**config.mk**
```make
export PLATFORM = sky130hd
export DESIGN_NAME = haptic_tuning_fault_register_bank
export DESIGN_NICKNAME = d
export VERILOG_FILES = /design/src/hw/haptic_tuning_pkg.sv /design/src/hw/tracking_force_guard.sv /design/src/hw/drive_setting_decode.sv /design/src/hw/haptic_tuning_fault_register_bank.sv
export VERILOG_INCLUDE_DIRS = /design/src /design/src/hw
export SDC_FILE = /design/constraint.sdc
export NUM_CORES = 2
export LEC_CHECK = 0
export BUFFER_PORTS_ARGS = -buffer_cell sky130_fd_sc_hd__clkbuf_2
export CORE_MARGIN = 5
export CORE_UTILIZATION = 55
export DETAILED_ROUTE_END_ITERATION = 8
export PLACE_DENSITY = 0.77
export SLEW_MARGIN = 20
export SYNTH_ARGS = -nofsm -noshare
export SYNTH_HDL_FRONTEND = slang
export SYNTH_SLANG_ARGS = --single-unit
```
**constraint.sdc**
```tcl
create_clock -name clock -period 8.62 [get_ports clock]
set_input_delay 1.724 -clock clock [delete_from_list [all_inputs] [get_ports clock]]
set_output_delay 1.724 -clock clock [all_outputs]
set_load 0.02 [all_outputs]
```
**src/hw/haptic_tuning_regs.svh**
```systemverilog
// register indices, field positions, reset values and decode constants of the tuning and fault bank
`ifndef HAPTIC_TUNING_REGS_SVH
`define HAPTIC_TUNING_REGS_SVH

// ****************************************************************
// register indices (byte address on the bus is four times these)
// ****************************************************************
`define IDX_PHASE_DELAY_LOW 8'h49
`define IDX_FREQ_TRACK_CTL 8'h4c
`define IDX_LOCKOUT_TRIM 8'h5f
`define IDX_LOOP_FILTER_TRIM 8'h60
`define IDX_EDGE_RATE_TRIM 8'h62
`define IDX_TOP_CONFIG_FIVE 8'h6e
`define IDX_FAULT_EVENT 8'h81
`define IDX_INT_STATE_TWO 8'h82
`define IDX_INT_MASK_TWO 8'h83
`define IDX_SNIPPET_FIRST 8'h84
`define IDX_SNIPPET_LAST 8'he7
`define SNIPPET_BYTES 100

// ****************************************************************
// field positions
// ****************************************************************
`define BIT_DELAY_FREEZE 7
`define BIT_TRACK_AUTOSCALE 1
`define BIT_TRACK_FORCE 0
`define BIT_IDAC_DOUBLE 6
`define BIT_FILT_LOW_BW 5
`define LSB_UVLO_LEVEL 3
`define LSB_FILT_CAP 2
`define LSB_LOW_SLEW 2
`define BIT_DELAY_BYPASS 2
`define BIT_HOLD_FREQ 1
`define BIT_V2I_OFFSET 0
`define BIT_SAT_FLAG 2
`define BIT_SAT_STATE 7
`define BIT_SAT_MASK 7

// ****************************************************************
// reset values
// ****************************************************************
`define RST_DELAY_SHIFT 3'h5
`define RST_TRACK_AUTOSCALE 1'h1
`define RST_UVLO_LEVEL 2'h1
`define RST_FILT_CAP 2'h3
`define RST_SLEW 2'h3
`define RST_V2I_OFFSET 1'h1

// ****************************************************************
// decode constants
// ****************************************************************
`define UVLO_BASE_DV 8'h1b
`define SLEW_STEP_MV_NS 8'h19
`define V2I_OFFSET_MV 8'h32

`endif

```
**src/hw/haptic_tuning_pkg.sv**
```systemverilog
// types shared by the tuning and fault register bank
`default_nettype none

package haptic_tuning_pkg;

  typedef logic [7:0] byte_t;

  // ****************************************************************
  // complete state of the register bank
  // ****************************************************************
  typedef struct packed {
    logic ack;
    logic [31:0] rdata;
    logic delay_freeze;
    logic [2:0] delay_shift;
    logic tracking_autoscale;
    logic tracking_force_enable;
    logic idac_double;
    logic filt_low_bw;
    logic [1:0] undervoltage_lockout_level;
    logic [1:0] filt_cap;
    logic [1:0] filt_res;
    logic [1:0] low_side_slew_setting;
    logic [1:0] high_side_slew_setting;
    logic delay_bypass;
    logic hold_frequency_on_reversal;
    logic voltage_current_offset_enable;
    logic converter_saturation_flag;
    logic converter_saturation_state;
    logic converter_saturation_mask;
    logic [99:0][7:0] snippet;
  } bank_state_t;

endpackage

`default_nettype wire

```
**src/hw/tracking_force_guard.sv**
```systemverilog
// decides when frequency tracking is forced on by a large tracking error
`timescale 1ns/1ps
`default_nettype none

module tracking_force_guard (
  input wire logic force_enable,
  input wire logic [15:0] tracking_error,
  input wire logic [15:0] initial_guess,
  output logic force_tracking
);

  logic [17:0] error_x4;
  logic [17:0] guess_wide;

  // compare error*4 against the guess so a quarter needs no divider and loses no bits
  assign error_x4 = {tracking_error, 2'b00};
  assign guess_wide = {2'b00, initial_guess};
  assign force_tracking = force_enable && (error_x4 > guess_wide);

endmodule // tracking_force_guard

`default_nettype wire

```
**src/hw/drive_setting_decode.sv**
```systemverilog
// turns stored codes into the values the drive engines consume
`timescale 1ns/1ps
`default_nettype none

`include "haptic_tuning_regs.svh"

module drive_setting_decode (
  input wire logic [1:0] lockout_code,
  input wire logic [1:0] low_slew_code,
  input wire logic [1:0] high_slew_code,
  input wire logic offset_enable,
  input wire logic hold_on_reversal,
  input wire logic rapid_stop_active,
  input wire logic negative_acceleration,
  input wire logic direct_override_negative,
  output logic [7:0] lockout_threshold_dv,
  output logic [7:0] low_side_rate_mv_ns,
  output logic [7:0] high_side_rate_mv_ns,
  output logic [7:0] v2i_offset_mv,
  output logic pause_frequency_update
);

  logic polarity_reversed;

  // thresholds in tenths of a volt: 2.7, 2.8, 2.9, 3.0
  assign lockout_threshold_dv = `UVLO_BASE_DV + {6'h00, lockout_code};
  // 25 mV/ns per code step, code 0 already gives one step
  assign low_side_rate_mv_ns = `SLEW_STEP_MV_NS * ({6'h00, low_slew_code} + 8'h01);
  assign high_side_rate_mv_ns = `SLEW_STEP_MV_NS * ({6'h00, high_slew_code} + 8'h01);
  assign v2i_offset_mv = offset_enable ? `V2I_OFFSET_MV : 8'h00;

  assign polarity_reversed = rapid_stop_active | negative_acceleration | direct_override_negative;
  assign pause_frequency_update = hold_on_reversal & polarity_reversed;

endmodule // drive_setting_decode

`default_nettype wire

```
**src/hw/haptic_tuning_fault_register_bank.sv**
```systemverilog
// tuning, fault and snippet memory register bank on a classic wishbone slave
`timescale 1ns/1ps
`default_nettype none

`include "haptic_tuning_regs.svh"

module haptic_tuning_fault_register_bank (
  input wire logic clock,
  input wire logic sys_rst,
  input wire logic clock_enable,
  // wishbone classic slave
  input wire logic [9:0] wb_adr_i,
  input wire logic [31:0] wb_dat_i,
  output logic [31:0] wb_dat_o,
  input wire logic [3:0] wb_sel_i,
  input wire logic wb_we_i,
  input wire logic wb_stb_i,
  input wire logic wb_cyc_i,
  output logic wb_ack_o,
  // engine side inputs
  input wire logic converter_saturated,
  input wire logic [15:0] tracking_error,
  input wire logic [15:0] initial_guess,
  input wire logic rapid_stop_active,
  input wire logic negative_acceleration,
  input wire logic direct_override_negative,
  input wire logic [6:0] snippet_read_index,
  // engine side settings and data, and the interrupt request
  output haptic_tuning_pkg::byte_t snippet_read_data,
  output logic [2:0] phase_delay_shift,
  output logic phase_delay_freeze,
  output logic tracking_autoscale,
  output logic force_tracking,
  output logic loop_idac_double,
  output logic loop_filter_low_bw,
  output logic [1:0] loop_filter_cap,
  output logic [1:0] loop_filter_res,
  output logic delay_compare_bypass,
  output logic [7:0] lockout_threshold_dv,
  output logic [7:0] low_side_rate_mv_ns,
  output logic [7:0] high_side_rate_mv_ns,
  output logic [7:0] v2i_offset_mv,
  output logic pause_frequency_update,
  output logic irq
);

  import haptic_tuning_pkg::*;

  bank_state_t state_reg;
  bank_state_t state_next;

  logic request;
  logic [7:0] index;
  logic [7:0] snip_offset;
  logic [6:0] snip_slot;
  logic in_snippet;
  logic wr_low;
  logic [7:0] wbyte;

  // ****************************************************************
  // bus decode
  // ****************************************************************
  // a request is answered once; ack drops the cycle after it was given
  assign request = wb_cyc_i && wb_stb_i && !state_reg.ack;
  assign index = wb_adr_i[9:2];
  assign snip_offset = index - `IDX_SNIPPET_FIRST;
  assign snip_slot = snip_offset[6:0];
  assign in_snippet = (index >= `IDX_SNIPPET_FIRST) && (index <= `IDX_SNIPPET_LAST);
  // registers are one byte wide, so only lane 0 carries a write
  assign wr_low = request && wb_we_i && wb_sel_i[0];
  assign wbyte = wb_dat_i[7:0];

  // ****************************************************************
  // read multiplexer
  // ****************************************************************
  function automatic logic [7:0] read_byte(input bank_state_t s, input logic [7:0] idx, input logic [6:0] slot,
                                           input logic snip);
    logic [7:0] v;
    v = 8'h00;
    if (snip) begin
      v = s.snippet[slot];
    end else if (idx == `IDX_PHASE_DELAY_LOW) begin
      v[`BIT_DELAY_FREEZE] = s.delay_freeze;
      v[2:0] = s.delay_shift;
    end else if (idx == `IDX_FREQ_TRACK_CTL) begin
      v[`BIT_TRACK_AUTOSCALE] = s.tracking_autoscale;
      v[`BIT_TRACK_FORCE] = s.tracking_force_enable;
    end else if (idx == `IDX_LOCKOUT_TRIM) begin
      v[`BIT_IDAC_DOUBLE] = s.idac_double;
      v[`BIT_FILT_LOW_BW] = s.filt_low_bw;
      v[`LSB_UVLO_LEVEL +: 2] = s.undervoltage_lockout_level;
    end else if (idx == `IDX_LOOP_FILTER_TRIM) begin
      v[`LSB_FILT_CAP +: 2] = s.filt_cap;
      v[1:0] = s.filt_res;
    end else if (idx == `IDX_EDGE_RATE_TRIM) begin
      v[`LSB_LOW_SLEW +: 2] = s.low_side_slew_setting;
      v[1:0] = s.high_side_slew_setting;
    end else if (idx == `IDX_TOP_CONFIG_FIVE) begin
      v[`BIT_DELAY_BYPASS] = s.delay_bypass;
      v[`BIT_HOLD_FREQ] = s.hold_frequency_on_reversal;
      v[`BIT_V2I_OFFSET] = s.voltage_current_offset_enable;
    end else if (idx == `IDX_FAULT_EVENT) begin
      v[`BIT_SAT_FLAG] = s.converter_saturation_flag;
    end else if (idx == `IDX_INT_STATE_TWO) begin
      v[`BIT_SAT_STATE] = s.converter_saturation_state;
    end else if (idx == `IDX_INT_MASK_TWO) begin
      v[`BIT_SAT_MASK] = s.converter_saturation_mask;
    end
    return v;
  endfunction

  // ****************************************************************
  // next state
  // ****************************************************************
  always_comb begin
    state_next = state_reg;
    state_next.ack = request;
    if (request && !wb_we_i) begin
      state_next.rdata = {24'h000000, read_byte(state_reg, index, snip_slot, in_snippet)};
    end

    if (wr_low) begin
      if (in_snippet) begin
        state_next.snippet[snip_slot] = wbyte;
      end else if (index == `IDX_PHASE_DELAY_LOW) begin
        state_next.delay_freeze = wbyte[`BIT_DELAY_FREEZE];
        // the field stores any code; keeping to 0x0 or 0x5 is up to software
        state_next.delay_shift = wbyte[2:0];
      end else if (index == `IDX_FREQ_TRACK_CTL) begin
        state_next.tracking_autoscale = wbyte[`BIT_TRACK_AUTOSCALE];
        state_next.tracking_force_enable = wbyte[`BIT_TRACK_FORCE];
      end else if (index == `IDX_LOCKOUT_TRIM) begin
        state_next.idac_double = wbyte[`BIT_IDAC_DOUBLE];
        state_next.filt_low_bw = wbyte[`BIT_FILT_LOW_BW];
        state_next.undervoltage_lockout_level = wbyte[`LSB_UVLO_LEVEL +: 2];
      end else if (index == `IDX_LOOP_FILTER_TRIM) begin
        state_next.filt_cap = wbyte[`LSB_FILT_CAP +: 2];
        state_next.filt_res = wbyte[1:0];
      end else if (index == `IDX_EDGE_RATE_TRIM) begin
        state_next.low_side_slew_setting = wbyte[`LSB_LOW_SLEW +: 2];
        state_next.high_side_slew_setting = wbyte[1:0];
      end else if (index == `IDX_TOP_CONFIG_FIVE) begin
        state_next.delay_bypass = wbyte[`BIT_DELAY_BYPASS];
        state_next.hold_frequency_on_reversal = wbyte[`BIT_HOLD_FREQ];
        state_next.voltage_current_offset_enable = wbyte[`BIT_V2I_OFFSET];
      end else if (index == `IDX_FAULT_EVENT) begin
        if (wbyte[`BIT_SAT_FLAG]) begin
          state_next.converter_saturation_flag = 1'b0;
        end
      end else if (index == `IDX_INT_MASK_TWO) begin
        state_next.converter_saturation_mask = wbyte[`BIT_SAT_MASK];
      end
    end

    // a saturation in the same cycle as the clearing write keeps the flag set
    if (converter_saturated) begin
      state_next.converter_saturation_flag = 1'b1;
    end
    state_next.converter_saturation_state = converter_saturated;
  end

  // ****************************************************************
  // state register
  // ****************************************************************
  always_ff @(posedge clock) begin
    if (sys_rst) begin
      state_reg <= '0;
      state_reg.delay_shift <= `RST_DELAY_SHIFT;
      state_reg.tracking_autoscale <= `RST_TRACK_AUTOSCALE;
      state_reg.undervoltage_lockout_level <= `RST_UVLO_LEVEL;
      state_reg.filt_cap <= `RST_FILT_CAP;
      state_reg.low_side_slew_setting <= `RST_SLEW;
      state_reg.high_side_slew_setting <= `RST_SLEW;
      state_reg.voltage_current_offset_enable <= `RST_V2I_OFFSET;
    end else if (clock_enable) begin
      state_reg <= state_next;
    end
  end

  // ****************************************************************
  // outputs
  // ****************************************************************
  assign wb_ack_o = state_reg.ack;
  assign wb_dat_o = state_reg.rdata;
  assign snippet_read_data = (snippet_read_index < 7'd100) ? state_reg.snippet[snippet_read_index] : 8'h00;
  assign phase_delay_shift = state_reg.delay_shift;
  assign phase_delay_freeze = state_reg.delay_freeze;
  assign tracking_autoscale = state_reg.tracking_autoscale;
  assign loop_idac_double = state_reg.idac_double;
  assign loop_filter_low_bw = state_reg.filt_low_bw;
  assign loop_filter_cap = state_reg.filt_cap;
  assign loop_filter_res = state_reg.filt_res;
  assign delay_compare_bypass = state_reg.delay_bypass;
  // the request follows the sticky flag, not the momentary condition
  assign irq = state_reg.converter_saturation_flag & ~state_reg.converter_saturation_mask;

  tracking_force_guard u_guard (
    .force_enable(state_reg.tracking_force_enable),
    .tracking_error(tracking_error),
    .initial_guess(initial_guess),
    .force_tracking(force_tracking)
  );

  drive_setting_decode u_decode (
    .lockout_code(state_reg.undervoltage_lockout_level),
    .low_slew_code(state_reg.low_side_slew_setting),
    .high_slew_code(state_reg.high_side_slew_setting),
    .offset_enable(state_reg.voltage_current_offset_enable),
    .hold_on_reversal(state_reg.hold_frequency_on_reversal),
    .rapid_stop_active(rapid_stop_active),
    .negative_acceleration(negative_acceleration),
    .direct_override_negative(direct_override_negative),
    .lockout_threshold_dv(lockout_threshold_dv),
    .low_side_rate_mv_ns(low_side_rate_mv_ns),
    .high_side_rate_mv_ns(high_side_rate_mv_ns),
    .v2i_offset_mv(v2i_offset_mv),
    .pause_frequency_update(pause_frequency_update)
  );

endmodule // haptic_tuning_fault_register_bank

`default_nettype wire

```
==> impl_metrics.tcl <==
set metrics [dict create \
    wl_per_cell_um 26.8 \
    maxCapViolCount 0 \
    die_y_um 295 \
    dp_hpwl_mm 97.5 \
    crit_path_top_delay_cell "nor4_1" \
    crit_required_ns 6.90 \
    drive_gt1_frac 0.174 \
    start_util 0.554 \
    layout_setup_ws_ns 1.28 \
    grt_pass1_wl_mm 233 \
    fin_crit_sh 0.852 \
    start_kind "input port" \
    max_stage_delay_ns 0.88 \
    detail-route-antenna-nets 0 \
    cts_root_buf "clkbuf_16" \
    timing_worst_setup_path_type "input port to output port" \
    p_per_area_nw_per_um2 173 \
    clk_latency_ns 0.65 \
    peakVddDrop_mv 0.141 \
    routabilityCongestion 0.975 \
    hold_viol 0 \
    port-buffer-count 119 \
    viasPerCell 7.08 \
    core.rowCount 104 \
    postSynthCellCount 4873 \
    dieArea_um2 86700 \
    grt_max_degree 210 \
    worst_slew_pin_slew_ns 1.16 \
    status "finished, final reports clean" \
    clock_path_buffers 3 \
    ys_ff_latch 833 \
    ys_seq_area_frac 0.375 \
    core_area_um2 80400 \
    dr.first_iter.drc_count 7205 \
    setup_tns_ns 0 \
    drc 0 \
    synth_area_um2 44500 \
    clock_skew_ns 0.0298 \
    crit_path_cell_trace "buf_8, buf_12, mux4_2, mux4_2, nor2b_1, nor4_1, o21ai_0, clkbuf_2" \
    h-tree-depth 3 \
    cp-endpoint "snippet_read_data[2]" \
    worstPathArrival_ns 5.62 \
    r2r-end "state_reg[93]$_SDFFE_PP0P_" \
    async_reset_ff_frac 0 \
    ctsResizeCount 0 \
    p_leak_nw 15.7 \
    nNetsFinal 4797 \
    cts_hold_buffers 0 \
    r2r_setup_slack_ns 5.31 \
    area_growth_pct 8.63 \
    largest_register_ffs 812 \
    overflow 0 \
    clk_pin_slew_ns 0.06 \
    pre_cts_slack_ns 1.63 \
    synth_edf_count 0 \
    num_vias 41100 \
    cp-startpoint "snippet_read_index[0]" \
    numCtsBuffers 87 \
    slew_viol_final 0 \
    max_freq_ghz 0.136 \
    cts_num_sinks 833 \
    placed_cells 5645 \
    final_common_cell "dfxtp_1" \
    tritoncts "built" \
    antenna_found_initial 7 \
    wl_mm 155 \
    crit_path_end_kind "output port" \
    die_w_um 295 \
    rsz0062_at_grt "false" \
    instances_no_fill 5799 \
    synth_cell_types 73 \
    r2r-start "wb_ack_o$_SDFFE_PP0P_" \
    post-cts-setup-buffers 0 \
    grt.total_usage 0.344 \
    r2r_cells 9 \
    grt_pass1_vias 38100 \
    final_cell_mix "833 x dfxtp_1, 831 x nand2_1, 716 x a21oi_1" \
    critPathMostFrequentCell "mux4_2" \
    synth_warnings 0 \
    nFillCells 6672 \
    synth_ff_type "dfxtp_1" \
    period_minus_slack_ns 7.34 \
    hold_path.class "register to register" \
    max_slew_margin 0.230 \
    firstDrtPassIters 8 \
    cp_max_fo 46 \
    num_io_pins 183 \
    final_core_util 0.601 \
    syn_avg_cell_area_um2 9.14 \
    final-setup-viol-count 0 \
]
-- metrics by stage --
stage                     total power [mW]  hold slack, ns  area, um^2
after global placement                4.60           0.449       45500
after detailed placement              4.60           0.457       45500
after global routing                  8.57           0.477       48400
after floorplan                       4.39           0.443       44600
after CTS                             8.36           0.466       48300
final                                 8.39           0.466       48400
-- worst min-delay path by stage --
| stage | startpoint | to | slack, ns | cells after the start |
|---|---|---|---|---|
| after CTS | state_reg[246]$_SDFFE_PP0P_ | state_reg[246]$_SDFFE_PP0P_ | 0.47 | 2 |
| after floorplan | state_reg[110]$_SDFFE_PP0P_ | state_reg[110]$_SDFFE_PP0P_ | 0.44 | 2 |
| after global routing | state_reg[569]$_SDFFE_PP0P_ | state_reg[569]$_SDFFE_PP0P_ | 0.48 | 2 |
| after detailed placement | state_reg[183]$_SDFFE_PP0P_ | state_reg[183]$_SDFFE_PP0P_ | 0.46 | 2 |
| after global placement | state_reg[689]$_SDFFE_PP0P_ | state_reg[689]$_SDFFE_PP0P_ | 0.45 | 2 |
| final | state_reg[369]$_SDFFE_PP0P_ | state_reg[369]$_SDFFE_PP0P_ | 0.47 | 2 |
-- power breakdown --
part / internal [mW] / switching, mW
Clock: 2.23 / 1.62
Sequential: 3.85 / 0.00198
Combinational: 0.173 / 0.520
-- worst max-delay path: cells and delay by family --
| family | cells | cell delay [ns] |
|---|---|---|
| buffers and inverters | 3 | 1.08 |
| muxes | 2 | 1.12 |
| and+or+nand+nor | 2 | 1.05 |
| AOI/OAI and AO/OA | 1 | 0.53 |
-- layout make-up --
type / count / area, um^2 / area share
Antenna cell: 2 / 5.00 / 0.000103
Clock buffer: 130 / 2630 / 0.0544
Clock inverter: 22 / 256 / 0.00530
Inverter: 35 / 131 / 0.00272
Multi-Input combinational cell: 3491 / 25700 / 0.530
Sequential cell: 833 / 16700 / 0.345
Tap cell: 1060 / 1330 / 0.0274
Timing Repair Buffer: 226 / 1680 / 0.0348
-- layer usage --
| metal | up-vias | GRT usage | part of all wire |
|---|---|---|---|
| li1 | 17300 | - | - |
| met1 | 19800 | 0.460 | 0.35 |
| met2 | 3335 | 0.506 | 0.43 |
| met3 | 674 | 0.106 | 0.15 |
| met4 | 10 | 0.176 | 0.065 |
| met5 | - | 0 | 0.00048 |
-- cell usage after synthesis (4+ instances only) --
library cell,n,area share
a31oi_1,20,0.0028
buf_1,48,0.0040
dfxtp_1,833,0.37
mux2_2,10,0.0025
mux2i_1,234,0.053
o22ai_1,20,0.0028
a221oi_1,24,0.0047
o2111ai_1,5,0.00098
xnor2_1,6,0.0012
and3_1,10,0.0014
a21oi_1,716,0.080
nand3_1,663,0.075
mux4_2,404,0.20
a221o_1,5,0.0011
nand2b_1,15,0.0021
buf_2,68,0.0076
buf_4,57,0.0096
o21ai_0,75,0.0084
o211ai_1,11,0.0019
a22oi_1,16,0.0027
o221ai_1,12,0.0024
or3_1,5,0.00070
nor2_4,4,0.0010
o221a_2,4,0.0010
nor3_1,25,0.0028
and2_1,4,0.00056
a21o_1,7,0.0012
ha_1,28,0.0079
nand2_1,831,0.070
nor2_1,180,0.015
nor2b_1,24,0.0034
a22o_1,5,0.00098
inv_1,33,0.0028
clkbuf_1,373,0.031
nor2_2,4,0.00056
nor4_2,4,0.0011
a211oi_1,7,0.0012
nor4_1,11,0.0015
nand4_1,10,0.0014
-- logic make-up after synthesis --
| kind of cell | synth area share |
|---|---|
| compound gates | 0.120 |
| xor+xnor | 0.00157 |
| fa+ha+maj | 0.00787 |
| buf+inv | 0.0557 |
| flops | 0.375 |
| mux | 0.260 |
| other cells | 0.000169 |
| simple gates | 0.180 |
No activity file was read; power rests on OpenSTA's default activity.
